<file path="src/rtl/istix_cfg.svh">
// Constants for the instruction set transition intercept unit
`ifndef ISTIX_CFG_SVH
`define ISTIX_CFG_SVH
`define ISTIX_ADDR_W 8
`define ISTIX_OFF_CTRL 8'h00
`define ISTIX_OFF_STATE 8'h04
`define ISTIX_OFF_IRQ_STAT 8'h08
`define ISTIX_OFF_IRQ_MASK 8'h0C
`define ISTIX_OFF_NUM_STAT 8'h10
`define ISTIX_OFF_NUM_CTRL 8'h14
`define ISTIX_OFF_NUM_IP 8'h18
`define ISTIX_OFF_NUM_DP 8'h1C
`define ISTIX_OFF_INSTR 8'h20
`define ISTIX_OFF_INSTR_ARG 8'h24
`define ISTIX_OFF_MODE 8'h28
// Control register bits
`define ISTIX_CTRL_LOFP_DIS 0
`define ISTIX_CTRL_HIFP_DIS 1
`define ISTIX_CTRL_TBT_EN 2
`define ISTIX_CTRL_INT_ICPT 3
`define ISTIX_CTRL_LOCK_CHK 4
`define ISTIX_CTRL_RST 32'h0000_0001
// State register bits
`define ISTIX_ST_LOFP_MOD 0
`define ISTIX_ST_HIFP_MOD 1
`define ISTIX_ST_LEGACY 2
`define ISTIX_ST_INT_FLAG 3
// Mode register bits and instruction opcode field
`define ISTIX_MODE_ENTER 0
`define ISTIX_MODE_SETIF 1
`define ISTIX_INSTR_OP_MSB 3
// Event bits
`define ISTIX_EV_W 6
`define ISTIX_EV_GATE 0
`define ISTIX_EV_TBTRAP 1
`define ISTIX_EV_SYSFLAG 2
`define ISTIX_EV_LOCK 3
`define ISTIX_EV_DISFP 4
`define ISTIX_EV_EXIT 5
// Instruction argument bits and bus response codes
`define ISTIX_ARG_GATE 0
`define ISTIX_ARG_LOCKREQ 1
`define ISTIX_RESP_OKAY 2'h0
`define ISTIX_RESP_SLVERR 2'h2
`endif

</file>
<file path="src/rtl/istix_pkg.sv">
// Types for the instruction set transition intercept unit
package istix_pkg;
    typedef enum logic [3:0] {
        ISTIX_OP_NONE = 4'h0,
        ISTIX_OP_CALL = 4'h1,
        ISTIX_OP_CLEAR_INT = 4'h2,
        ISTIX_OP_CMP_EXCH = 4'h3,
        ISTIX_OP_OTHER = 4'h4
    } istix_op_type;
    typedef enum logic [1:0] {
        ISTIX_NATIVE = 2'b01,
        ISTIX_LEGACY = 2'b10
    } istix_mode_type;
endpackage

</file>
<file path="src/rtl/istix_top.sv">
// Instruction set transition intercept unit with AXI4-Lite registers
`timescale 1ns/10ps
`include "istix_cfg.svh"
module istix_top
    import istix_pkg::*;
#(
    parameter int ADDR_W = `ISTIX_ADDR_W
) (
    input wire logic I_MCLK,
    input wire logic I_RST,
    input wire logic [ADDR_W-1:0] I_AWADDR,
    input wire logic I_AWVALID,
    output logic O_AWREADY,
    input wire logic [31:0] I_WDATA,
    input wire logic [3:0] I_WSTRB,
    input wire logic I_WVALID,
    output logic O_WREADY,
    output logic [1:0] O_BRESP,
    output logic O_BVALID,
    input wire logic I_BREADY,
    input wire logic [ADDR_W-1:0] I_ARADDR,
    input wire logic I_ARVALID,
    output logic O_ARREADY,
    output logic [31:0] O_RDATA,
    output logic [1:0] O_RRESP,
    output logic O_RVALID,
    input wire logic I_RREADY,
    output logic O_IRQ
);
    import istix_pkg::*;

    logic [ADDR_W-1:0] aw_addr;
    logic aw_held;
    logic [31:0] w_data;
    logic [3:0] w_strb;
    logic w_held;
    logic wr_go;
    logic [31:0] wmask;
    logic [31:0] ctrl;
    logic [31:0] num_stat;
    logic [31:0] num_ctrl;
    logic [31:0] num_ip;
    logic [31:0] num_dp;
    logic [31:0] instr_arg;
    logic low_fp_modified_flag;
    logic high_fp_modified_flag;
    logic legacy_interrupt_flag;
    logic first_legacy;
    istix_mode_type mode;
    logic [`ISTIX_EV_W-1:0] events;
    logic [`ISTIX_EV_W-1:0] ev_clear;
    logic [`ISTIX_EV_W-1:0] ev_status;
    logic [`ISTIX_EV_W-1:0] ev_mask;
    logic mask_we;
    logic enter_req;
    logic exit_req;
    logic instr_we;
    istix_op_type op;
    logic low_fp_disable_flag;
    logic high_fp_disable_flag;
    logic taken_branch_trap_enable;
    logic interrupt_intercept_enable;
    logic lock_check_disable;
    logic [31:0] rd_word;
    logic rd_ok;

    assign low_fp_disable_flag = ctrl[`ISTIX_CTRL_LOFP_DIS];
    assign high_fp_disable_flag = ctrl[`ISTIX_CTRL_HIFP_DIS];
    assign taken_branch_trap_enable = ctrl[`ISTIX_CTRL_TBT_EN];
    assign interrupt_intercept_enable = ctrl[`ISTIX_CTRL_INT_ICPT];
    assign lock_check_disable = ctrl[`ISTIX_CTRL_LOCK_CHK];

    // Write channel: address and data taken in either order
    assign O_AWREADY = !aw_held && !O_BVALID;
    assign O_WREADY = !w_held && !O_BVALID;
    assign wr_go = aw_held && w_held && !O_BVALID;

    always_ff @(posedge I_MCLK or posedge I_RST) begin
        if (I_RST) begin
            aw_held <= 1'b0;
            aw_addr <= '0;
        end else if (I_AWVALID && O_AWREADY) begin
            aw_held <= 1'b1;
            aw_addr <= I_AWADDR;
        end else if (wr_go) begin
            aw_held <= 1'b0;
        end
    end

    always_ff @(posedge I_MCLK or posedge I_RST) begin
        if (I_RST) begin
            w_held <= 1'b0;
            w_data <= '0;
            w_strb <= '0;
        end else if (I_WVALID && O_WREADY) begin
            w_held <= 1'b1;
            w_data <= I_WDATA;
            w_strb <= I_WSTRB;
        end else if (wr_go) begin
            w_held <= 1'b0;
        end
    end

    always_ff @(posedge I_MCLK or posedge I_RST) begin
        if (I_RST) begin
            O_BVALID <= 1'b0;
            O_BRESP <= `ISTIX_RESP_OKAY;
        end else if (wr_go) begin
            O_BVALID <= 1'b1;
            unique case (aw_addr)
                `ISTIX_OFF_CTRL, `ISTIX_OFF_IRQ_STAT, `ISTIX_OFF_IRQ_MASK,
                `ISTIX_OFF_NUM_STAT, `ISTIX_OFF_NUM_CTRL, `ISTIX_OFF_NUM_IP,
                `ISTIX_OFF_NUM_DP, `ISTIX_OFF_INSTR, `ISTIX_OFF_INSTR_ARG,
                `ISTIX_OFF_MODE: O_BRESP <= `ISTIX_RESP_OKAY;
                default: O_BRESP <= `ISTIX_RESP_SLVERR;
            endcase
        end else if (I_BREADY) begin
            O_BVALID <= 1'b0;
        end
    end

    always_comb begin
        wmask = {{8{w_strb[3]}}, {8{w_strb[2]}}, {8{w_strb[1]}}, {8{w_strb[0]}}};
    end

    function automatic logic [31:0] merge(input logic [31:0] old, input logic [31:0] nw,
                                          input logic [31:0] m);
        merge = (old & ~m) | (nw & m);
    endfunction

    // Software-written registers; numeric state is the native home of legacy state
    always_ff @(posedge I_MCLK or posedge I_RST) begin
        if (I_RST) begin
            ctrl <= `ISTIX_CTRL_RST;
            num_stat <= '0;
            num_ctrl <= '0;
            num_ip <= '0;
            num_dp <= '0;
            instr_arg <= '0;
        end else if (wr_go) begin
            unique case (aw_addr)
                `ISTIX_OFF_CTRL: ctrl <= merge(ctrl, w_data, wmask);
                `ISTIX_OFF_NUM_STAT: num_stat <= merge(num_stat, w_data, wmask);
                `ISTIX_OFF_NUM_CTRL: num_ctrl <= merge(num_ctrl, w_data, wmask);
                `ISTIX_OFF_NUM_IP: num_ip <= merge(num_ip, w_data, wmask);
                `ISTIX_OFF_NUM_DP: num_dp <= merge(num_dp, w_data, wmask);
                `ISTIX_OFF_INSTR_ARG: instr_arg <= merge(instr_arg, w_data, wmask);
                default: ;
            endcase
        end
    end

    assign mask_we = wr_go && (aw_addr == `ISTIX_OFF_IRQ_MASK);
    assign ev_clear = (wr_go && aw_addr == `ISTIX_OFF_IRQ_STAT) ?
                      w_data[`ISTIX_EV_W-1:0] & wmask[`ISTIX_EV_W-1:0] : '0;
    assign instr_we = wr_go && (aw_addr == `ISTIX_OFF_INSTR) && (mode == ISTIX_LEGACY);
    assign op = istix_op_type'(w_data[`ISTIX_INSTR_OP_MSB:0]);
    assign enter_req = wr_go && (aw_addr == `ISTIX_OFF_MODE) && w_data[`ISTIX_MODE_ENTER]
                       && (mode == ISTIX_NATIVE);
    assign exit_req = wr_go && (aw_addr == `ISTIX_OFF_MODE) && !w_data[`ISTIX_MODE_ENTER]
                      && (mode == ISTIX_LEGACY);

    // Legacy exit and low FP modified flag (unless disabled in ctrl) updated on the same edge; high FP modified flag only holds its value
    always_ff @(posedge I_MCLK or posedge I_RST) begin
        if (I_RST) begin
            mode <= ISTIX_NATIVE;
            first_legacy <= 1'b0;
            low_fp_modified_flag <= 1'b0;
            high_fp_modified_flag <= 1'b0;
        end else begin
            if (enter_req) begin
                mode <= ISTIX_LEGACY;
                first_legacy <= 1'b1;
            end else if (exit_req) begin
                mode <= ISTIX_NATIVE;
                first_legacy <= 1'b0;
                if (!low_fp_disable_flag) begin
                    low_fp_modified_flag <= 1'b1;
                end
                high_fp_modified_flag <= high_fp_modified_flag;
            end else if (instr_we) begin
                first_legacy <= 1'b0;
            end
        end
    end

    // Legacy interrupt flag, cleared by the clear-interrupt instruction
    always_ff @(posedge I_MCLK or posedge I_RST) begin
        if (I_RST) begin
            legacy_interrupt_flag <= 1'b1;
        end else if (instr_we && op == ISTIX_OP_CLEAR_INT) begin
            legacy_interrupt_flag <= 1'b0;
        end else if (wr_go && aw_addr == `ISTIX_OFF_MODE && w_data[`ISTIX_MODE_SETIF]) begin
            legacy_interrupt_flag <= 1'b1;
        end
    end

    // Intercept decision per legacy instruction
    always_comb begin
        events = '0;
        events[`ISTIX_EV_EXIT] = exit_req;
        if (instr_we) begin
            if (first_legacy && high_fp_disable_flag) begin
                events[`ISTIX_EV_DISFP] = 1'b1;
            end else begin
                unique case (op)
                    ISTIX_OP_CALL: begin
                        events[`ISTIX_EV_GATE] = instr_arg[`ISTIX_ARG_GATE];
                        events[`ISTIX_EV_TBTRAP] = taken_branch_trap_enable;
                    end
                    ISTIX_OP_CLEAR_INT: events[`ISTIX_EV_SYSFLAG] =
                        legacy_interrupt_flag && interrupt_intercept_enable;
                    ISTIX_OP_CMP_EXCH: events[`ISTIX_EV_LOCK] =
                        lock_check_disable && instr_arg[`ISTIX_ARG_LOCKREQ];
                    default: ;
                endcase
            end
        end
    end

    istix_irq #(
        .W(`ISTIX_EV_W)
    ) u_irq (
        .i_clk(I_MCLK),
        .i_rst(I_RST),
        .i_event(events),
        .i_clear(ev_clear),
        .i_mask_we(mask_we),
        .i_mask_data(w_data[`ISTIX_EV_W-1:0]),
        .o_status(ev_status),
        .o_mask(ev_mask),
        .o_irq(O_IRQ)
    );

    // Read channel
    assign O_ARREADY = !O_RVALID;

    always_comb begin
        rd_word = '0;
        rd_ok = 1'b1;
        unique case (I_ARADDR)
            `ISTIX_OFF_CTRL: rd_word = ctrl;
            `ISTIX_OFF_STATE: begin
                rd_word[`ISTIX_ST_LOFP_MOD] = low_fp_modified_flag;
                rd_word[`ISTIX_ST_HIFP_MOD] = high_fp_modified_flag;
                rd_word[`ISTIX_ST_LEGACY] = (mode == ISTIX_LEGACY);
                rd_word[`ISTIX_ST_INT_FLAG] = legacy_interrupt_flag;
            end
            `ISTIX_OFF_IRQ_STAT: rd_word[`ISTIX_EV_W-1:0] = ev_status;
            `ISTIX_OFF_IRQ_MASK: rd_word[`ISTIX_EV_W-1:0] = ev_mask;
            `ISTIX_OFF_NUM_STAT: rd_word = num_stat;
            `ISTIX_OFF_NUM_CTRL: rd_word = num_ctrl;
            `ISTIX_OFF_NUM_IP: rd_word = num_ip;
            `ISTIX_OFF_NUM_DP: rd_word = num_dp;
            `ISTIX_OFF_INSTR_ARG: rd_word = instr_arg;
            `ISTIX_OFF_INSTR, `ISTIX_OFF_MODE: rd_word = '0;
            default: rd_ok = 1'b0;
        endcase
    end

    always_ff @(posedge I_MCLK or posedge I_RST) begin
        if (I_RST) begin
            O_RVALID <= 1'b0;
            O_RDATA <= '0;
            O_RRESP <= `ISTIX_RESP_OKAY;
        end else if (I_ARVALID && O_ARREADY) begin
            O_RVALID <= 1'b1;
            O_RDATA <= rd_word;
            O_RRESP <= rd_ok ? `ISTIX_RESP_OKAY : `ISTIX_RESP_SLVERR;
        end else if (I_RREADY) begin
            O_RVALID <= 1'b0;
        end
    end
endmodule

</file>
<file path="src/rtl/istix_irq.sv">
// Sticky event status with mask and level interrupt
`timescale 1ns/10ps
`include "istix_cfg.svh"
module istix_irq #(
    parameter int W = `ISTIX_EV_W
) (
    input wire logic i_clk,
    input wire logic i_rst,
    input wire logic [W-1:0] i_event,
    input wire logic [W-1:0] i_clear,
    input wire logic i_mask_we,
    input wire logic [W-1:0] i_mask_data,
    output logic [W-1:0] o_status,
    output logic [W-1:0] o_mask,
    output logic o_irq
);
    genvar g;
    generate
        for (g = 0; g < W; g++) begin : g_bit
            // Set wins over a same-cycle clear
            always_ff @(posedge i_clk or posedge i_rst) begin
                if (i_rst) begin
                    o_status[g] <= 1'b0;
                end else if (i_event[g]) begin
                    o_status[g] <= 1'b1;
                end else if (i_clear[g]) begin
                    o_status[g] <= 1'b0;
                end
            end
        end
    endgenerate

    always_ff @(posedge i_clk or posedge i_rst) begin
        if (i_rst) begin
            o_mask <= '0;
        end else if (i_mask_we) begin
            o_mask <= i_mask_data;
        end
    end

    assign o_irq = |(o_status & o_mask);
endmodule

</file>
<file path="config.mk">
export PLATFORM = sky130hd
export DESIGN_NAME = istix_top
export DESIGN_NICKNAME = d
export VERILOG_FILES = /design/src/rtl/istix_pkg.sv /design/src/rtl/istix_top.sv /design/src/rtl/istix_irq.sv
export VERILOG_INCLUDE_DIRS = /design/src /design/src/rtl
export SDC_FILE = /design/constraint.sdc
export NUM_CORES = 1
export LEC_CHECK = 0
export ABC_AREA = 1
export BUFFER_PORTS_ARGS = -buffer_cell sky130_fd_sc_hd__buf_2
export CORE_MARGIN = 5
export CORE_UTILIZATION = 60
export CTS_BUF_LIST = sky130_fd_sc_hd__clkbuf_16
export DETAILED_ROUTE_END_ITERATION = 16
export MAX_ROUTING_LAYER = met4
export PLACE_DENSITY = 0.8
export SYNTH_ARGS = -nofsm -noshare
export SYNTH_HDL_FRONTEND = slang
export SYNTH_SLANG_ARGS = --single-unit
</file>
<file path="constraint.sdc">
create_clock -name I_MCLK -period 12.58 [get_ports I_MCLK]
set_input_delay 2.516 -clock I_MCLK [delete_from_list [all_inputs] [get_ports I_MCLK]]
set_output_delay 2.516 -clock I_MCLK [all_outputs]
set_load 0.02 [all_outputs]
</file>
### Word level (Yosys, flattened, before mapping)

Index checks and enable logic that the tools add are counted.

| cells by class | value |
|---|---|
| equal/unequal tests | 24 |
| muxes and demuxes | 39 |
| bitwise gates (word level) | 18 |
| reduce and logical (&&, ||, !) cells | 51 |

Operators by type and width:

| operator | count |
|---|---|
| $and 32x32->32 | 7 |
| $or 32x32->32 | 6 |
| $pmux 26 s6 | 1 |
| $eq 8x5->1 const B | 8 |
| $eq 8x6->1 const B | 6 |
| $pmux 4 s9 | 1 |
| $eq 8x4->1 const B | 4 |
| $not 32->32 | 1 |
| $mux 1 | 28 |
| $reduce_bool 2->1 | 12 |
| $logic_and 1x1->1 | 21 |
| $logic_not 8->1 | 2 |
| $pmux 2 s8 | 1 |
| $and 6x6->6 | 2 |
| $reduce_and 2->1 | 6 |
| $reduce_or 11->1 | 1 |
| $mux 2 | 5 |
| $reduce_or 10->1 | 1 |
| $eq 4x2->1 const B | 2 |
| $eq 8x3->1 const B | 1 |
| $mux 6 | 1 |
| $reduce_or 6->1 | 1 |
| $logic_not 1->1 | 5 |
| $mux 5 | 1 |
| other kinds (7) | 8 |

| storage, ports and cells | value |
|---|---|
| register bits | 293 |
| bits of input ports | 59 |
| output and inout bits | 42 |

### Logic depth before layout (Yosys ltp)

Gate-level depths: netlist of run 1.

| logic depth | value |
|---|---|
| depth in word-level cells | 7 |
| mapped depth | 10 |
| depth with buffers taken out | 9 |

### Hierarchy

Synthesis of run 1 repeated with hierarchy kept, for this count alone.

| unflattened totals | value |
|---|---|
| cell total of the unflattened synthesis | 1536 |
| area total of the unflattened synthesis | 13196.4 sq um |

By module, submodules not included:

| module | times used | cells an instance | area each (sq um) | sequential area each (sq um) |
|---|---|---|---|---|
| istix_top | 1 | 1480 | 12689.7 | 6985.4 |
| istix_irq | 1 | 56 | 506.7 | 300.3 |

### Worst setup path before layout of run 1

Ideal clock, no wire load.

| path | value |
|---|---|
| kind | in2reg |
| start | input port I_ARADDR[7] |
| end | register O_RDATA[10] |
| arrival | 3479 ps |
| data required time | 12503 ps |
| setup slack | 9024 ps |
| stages on the path | 9 |
| path through | nor2_1 > nand3_1 > nor2_1 > buf_4 > buf_4 > nand2_1 > nand2_1 > nor2_1 > a21oi_1 |

| on the way | value |
|---|---|
| cells in the longest elaborated chain, start to end | 2 |
| elaborated cells between the ends (all ways) | 7 |
| classes of those cells | eq/ne: 5; mux: 1; reduce/logical: 1 |

RTL lines:

| item | RTL line | RTL |
|---|---|---|
| from (decl) | istix_top.sv:21 | `input wire logic [ADDR_W-1:0] I_ARADDR,` |
| $eq 8x6->1, or another cell as far along | istix_top.sv:241 | `unique case (I_ARADDR)` |
| $pmux 26 s6 (*) | istix_top.sv:241 |  |
| to (signal assigned) | istix_top.sv:268 | `O_RDATA <= rd_word;` |
| to (decl) | istix_top.sv:24 | `output logic [31:0] O_RDATA,` |

Every way passes the cells marked *; elsewhere a longest branch is shown, timed or not.
A chain may end at the register's enable or synchronous reset.

### Worst setup path in the final report of run 1

| path | value |
|---|---|
| start | register u_irq.o_mask[1] |
| end | output port O_IRQ |

| on the way | value |
|---|---|
| cells in the longest elaborated chain, start to end | 2 |

RTL lines:

| item | RTL line | RTL |
|---|---|---|
| from (decl) | istix_irq.sv:14 | `output logic [W-1:0] o_mask,` |
| from (signal assigned) | istix_irq.sv:37 | `o_mask <= i_mask_data;` |
| $and 6x6->6 | istix_irq.sv:41 | `assign o_irq = \|(o_status & o_mask);` |
| $reduce_or 6->1 | istix_irq.sv:41 |  |
| to (decl) | istix_top.sv:28 | `output logic O_IRQ` |

Every way passes these cells.

==> metrics, run 1 <==
gr ovfl total 0; chip width between 150 and 200 um; Final GP Congestion approximately 0.85; Max Cap Viol 0; pwr/cell area around 170 mW/mm^2; drt initial violations a little over 900; Clock Skew ~19 ps; Max stage delay on crit path about 420 ps; Final period util between 30% and 40%; WL met1 between 10 and 15 mm; CORE AREA 0.0210 sq mm; Data arrival, critical path 1620 ps; Primary FF master, synth dfrtp_1; CP Cell Sequence nand2_1, nand2_1, a221oi_1, nand3_1, buf_2; met2 wire length between 15 and 20 mm; Sink Count roughly 290; port bufs 98; CTS-repair resized insts 0; syn avg cell area about 8.4 sq um; sequential area share after synthesis between 50% and 60%; top sig layer met4; CP required between 10,000 and 15,000 ps; worst-path fanout max 3; startpoint of the worst hold path O_RDATA[0]; Hold Fails Final Rpt 0; Die ar. around 0.024 sq mm; GRT Total Usage between 20% and 30%; Clock Latency Late Sink between 500 and 600 ps; crit path launch type register; DR DRC count 0; initial core utilization 61.0%; cell repeated most along the worst path nand2_1; Root Driver clkbuf_16; largest net degree at the start of global routing approximately 150; CP Class reg2out; worst hold margin ~480 ps; total power draw between 2 and 2.5 mW; crit path capture type primary output; f_max roughly 240 MHz; CTS Buf Count 30; hold depth 2; top-count cell post-synth nand2_1; LEAKAGE around 7 nW; H-tree depth 1; Slew headroom 29.3%; Antenna Violating Nets Remaining 0; share of flip-flops with an asynchronous set or reset 100%; DR WL met3 2.30 mm; I/O pins 101; Design Area, Final around 0.014 sq mm; Netlist cell types 31; layout cell share with drive strength beyond 1 between 10% and 20%; vias per cell 5.62; initial antenna violation count 0; mapped cell area roughly 0.013 sq mm; cell accounting for the most synthesized area dfrtp_1; # fillers around 1,700; ant diodes 0; area growth from synthesis to layout 12.5%; post-cts hold buffer count 0; Syn Inst Count roughly 1,500; CTS tree built; RSZ-0062 raised after global routing no; reg2reg start O_RVALID; drt pass-1 iters 6; postcts setup bufs 0; Tightest Pin Transition approximately 1100 ps; min-delay worst type reg2reg; number of global-route vias before repair ~11,000; Post-synth top cells nand2_1, dfrtp_1, o21ai_0; WL per Instance roughly 17 um; Final HPWL DP around 19 mm; CTS Buffer Depth 3; Clock transition at path regs roughly 60 ps; reg2reg setup slack approximately 10,000 ps; Yosys reg bits 291; Die Y 156 um; largest cells by area after synthesis dfrtp_1, nand2_1, o21ai_0; CP max stage cell dfrtp_1; path depth of the worst reg2reg path 7; Core Rows 53; setup violators final 0; Final min period 4130 ps; setup TNS 0 ps; Yosys top cell area share 56.2%; Yosys warnings 0; Final Routed Wirelength 32.2 mm; Worst Hold End O_RDATA[0]; Placement Cell Area about 0.013 sq mm; maximum vdd ir drop 0.125 mV; FF-to-FF End O_RDATA[16]; first-pass GRT wire length ~54 mm; Post-synth EDFFs 0; Final Max Slew Viols 0; DR vias between 10,000 and 15,000; layout net count ~1,700; outcome complete, no violations
## cells in the final DEF (no fill, tap or decap), types with 2 or more instances in the layout
master        n
nand2_1     457
dfrtp_1     288
o21ai_0     185
nor2_1      164
inv_1       111
buf_2        98
a21oi_1      84
nand3_1      70
o21ai_2      32
clkbuf_16    30
nor3_1       12
o21ai_1      11
clkinv_1      9
nor2_4        8
buf_4         8
nand2_2       7
nor2_2        5
inv_2         5
nand2_4       5
bufinv_16     5
clkinv_2      5
nor3_2        4
nand3_2       3
dfstp_2       3
nand4_1       2
mux2_2        2
conb_1        2
clkinvlp_4    2
## worst max-delay path by stage
stage	depth (start not counted)	slack, ps	startpoint	end
floorplan	1	2030	I_RST	O_BRESP[1]
global placement	3	8040	I_RST	asynchronous set/reset pin
detailed placement	3	8030	I_RST	asynchronous set/reset pin
CTS	5	8430	u_irq.o_mask[0]	O_IRQ
global route	3	8330	I_RST	asynchronous set/reset pin
finish	5	8450	u_irq.o_mask[1]	O_IRQ
## worst max-delay path, delay by kind of cell, from the launching register on
kind                   cells  cell delay, ps
and+or+nand+nor            3             250
buffers and inverters      1             180
DFF                        1             420
AOI/OAI and AO/OA          1             210
## power breakdown
group / switching, mW / total [mW] / internal (mW)
logic: 0.291 / 0.384 / 0.0931
registers: 0.0720 / 1.11 / 1.04
clock network: 0.368 / 0.904 / 0.536
total: 0.731 / 2.40 / 1.67
## through the flow
stage	worst slack [ps]	cells	util [%]
floorplan	2030	1528	-
global placement	8040	1845	63.9
global route	8330	1901	68.7
detailed placement	8030	1845	63.9
CTS	8430	1901	68.7
finish	8450	1901	68.7
## cell type report
type / instances / area [sq um] / share of cell area (%)
Sequential cell: 291 / 7290 / 50.5
Multi-Input combinational cell: 1059 / 4810 / 33.3
Clock buffer: 30 / 751 / 5.20
Timing Repair Buffer: 106 / 551 / 3.81
Inverter: 114 / 435 / 3.02
Tap cell: 275 / 344 / 2.38
Clock inverter: 26 / 260 / 1.80
## logic make-up after synthesis
kind of cell / Yosys count / share of synthesized area (%)
buffers and inverters: 178 / 5.96
multiplexers: 2 / 0.175
AND/OR/NAND/NOR: 741 / 23.8
flip-flops: 291 / 56.8
AO/OA/AOI/OAI: 314 / 13.2
other: 1 / 0.0292
## layer usage
| metal | vias to the layer above | global-route usage (%) |
|---|---|---|
| li1 | 5041 | - |
| met1 | 5157 | 36.7 |
| met2 | 401 | 44.9 |
| met3 | 76 | 3.98 |
| met4 | 0 | 10.3 |
| met5 | - | - |
No activity file was read; power rests on OpenSTA's default activity.
==> run 2: changes to the inputs <==
--- a/config.mk
+++ b/config.mk
@@ -6,7 +6,7 @@
 export SDC_FILE = /design/constraint.sdc
 export NUM_CORES = 1
 export LEC_CHECK = 0
-export ABC_AREA = 1
+export ABC_AREA = 0
 export BUFFER_PORTS_ARGS = -buffer_cell sky130_fd_sc_hd__buf_2
 export CORE_MARGIN = 5
 export CORE_UTILIZATION = 60
==> constraint.sdc (replaced) <==
create_clock -name I_MCLK -period 4.16 [get_ports I_MCLK]
set_input_delay 0.832 -clock I_MCLK [delete_from_list [all_inputs] [get_ports I_MCLK]]
set_output_delay 0.832 -clock I_MCLK [all_outputs]
set_load 0.02 [all_outputs]
==> metrics, run 2 <==
Antenna Violating Nets Remaining 0; reg2reg setup slack roughly 1300 ps; Max Cap Viol 0; worst-path fanout max 10; pwr/cell area 546 mW/mm^2; Design Area, Final between 0.01 and 0.015 sq mm; Root Driver clkbuf_16; Sink Count between 200 and 300; top-count cell post-synth dfrtp_1; Clock Latency Late Sink 560 ps; Die Y 157 um; largest cells by area after synthesis dfrtp_1, mux2_2, a22o_1; crit path capture type register; Post-synth EDFFs 0; most frequent cells in the layout dfrtp_1, mux2_2, buf_2; Yosys top cell area share a little under three fifths; min-delay worst type in2async; CTS tree built; cell accounting for the most synthesized area dfrtp_1; FF+latch area 0.00729 sq mm; setup TNS 0 ps; CP startpoint O_BVALID; Core Rows 53; worst hold margin roughly 380 ps; Final Max Slew Viols 0; share of flip-flops with an asynchronous set or reset 100%; layout cell share with drive strength beyond 1 37.4%; Yosys warnings 0; chip width about 160 um; RSZ-0062 raised after global routing no; path depth of the worst reg2reg path 4; DR DRC count 0; CTS-repair resized insts 0; largest net degree at the start of global routing 96; mapped cell area ~0.013 sq mm; sequential area share after synthesis ~56%; port bufs 98; Clock Skew between 15 and 20 ps; initial core utilization about three fifths; reg2reg start O_BVALID; Die ar. 0.0247 sq mm; Clock transition at path regs approximately 60 ps; first-pass GRT wire length between 50 and 60 mm; layout net count 1,161; H-tree depth 1; Final HPWL DP roughly 21 mm; outcome complete, no violations; Final GP Congestion between 0.9 and 1; number of global-route vias before repair about 9,200; Final period util 68.2%; Final Routed Wirelength around 33 mm; commonest non-fill, non-tap cell in the layout dfrtp_1; CORE AREA between 0.02 and 0.025 sq mm; I/O pins about 100; footprint of the multi-input gates approximately 0.0054 sq mm; GRT Total Usage between 20% and 30%; drt pass-1 iters 6; LEAKAGE a little over 7 nW; Placement Cell Area approximately 0.014 sq mm; initial antenna violation count 0; setup violators final 0; Data arrival, critical path 3270 ps; Slew headroom 23.3%; Syn Inst Count 1,006; DR vias around 9,000; # fillers about 1,500; area growth from synthesis to layout 14.0%; vias per cell about 6.4; Hold Fails Final Rpt 0; Netlist cell types 64; CP Class reg2reg; final cell count without fillers around 1,400; CTS Buf Count 30; maximum vdd ir drop ~0.39 mV; Tightest Pin Transition 1130 ps; WL per Instance roughly 23 um; Post-synth top cells dfrtp_1, mux2_2, nand2_1; Yosys reg bits slightly below 300; gr ovfl total 0; ant diodes 0; f_max approximately 350 MHz; CTS Buffer Depth 3; drt initial violations between 800 and 900; CP required approximately 4600 ps; Placed Instances 1,345; postcts setup bufs 0; Final min period between 2000 and 3000 ps; crit path launch type register; post-cts hold buffer count 0; syn avg cell area approximately 13 sq um; Primary FF master, synth dfrtp_1
## run 2: cell types whose count changed after synthesis, sizes merged, moves of 25 or more
| cell | change |
|---|---|
| nand2 | -415 |
| a21oi | -46 |
| nor2 | -136 |
| nand3 | -64 |
| a22oi | +26 |
| inv | -99 |
| mux2 | +246 |
| o21ai | -203 |
| a22o | +25 |
## run 2: worst min path at each step
stage / start / to / slack (ps) / cells after the start
2_1_floorplan: low_fp_modified_flag / low_fp_modified_flag / 430 / 2
3_3_place_gp: low_fp_modified_flag / low_fp_modified_flag / 470 / 2
3_5_place_dp: register / register / 480 / 1
4_1_cts: I_RST / w_data[6] / 380 / 2
5_1_grt: I_RST / O_RDATA[5] / 410 / 2
6_report: I_RST / asynchronous set/reset pin / 380 / 2
## run 2: layer usage
metal	vias to the layer above	wire (um)	GRT usage [%]
met5	-	0	-
met4	0	994	8.19
met3	78	2410	3.63
met2	362	15400	42.8
met1	4582	13800	39.1
li1	3934	-	-
## run 2: where the power goes
part / leakage, nW / total (mW) / switching (mW) / internal [mW]
sequential: 3.89 / 4.08 / 0.679 / 3.41
combinational: 2.71 / 1.34 / 0.679 / 0.659
clock: 0.514 / 2.65 / 1.10 / 1.55
total: 7.11 / 8.07 / 2.45 / 5.62
## run 2: cell families after synthesis
kind of cell	after synthesis	synth area share, %
AO/OA/AOI/OAI	190	10.4
XOR/XNOR	1	0.0675
buffers and inverters	70	2.18
flip-flops	291	56.2
multiplexers	268	23.2
other	1	0.0289
AND/OR/NAND/NOR	185	8.00
## run 2: metrics by stage
step,setup WS (ps),power [mW],utilization (%)
final,1320,8.07,69.9
after global routing,1260,8.45,69.9
after CTS,1400,8.11,69.9
after detailed placement,1060,5.46,65.3
after global placement,1130,5.38,65.3
after floorplan,-531,4.91,-
## run 2: worst max-delay path: stages, from the launching register on
cell,delay [ps]
dfrtp_1,430
nand3b_1,510
nor4_2,780
nand2_1,550
mux2_2,430
## run 2: cell type report
cell class | instances | area share (%)
clock buffers | 30 | 5.08
flip-flops and latches | 291 | 49.3
clock inverters | 26 | 1.54
inverters | 15 | 0.406
well taps | 275 | 2.33
repair buffers | 118 | 4.59
multi-input cells | 646 | 36.8
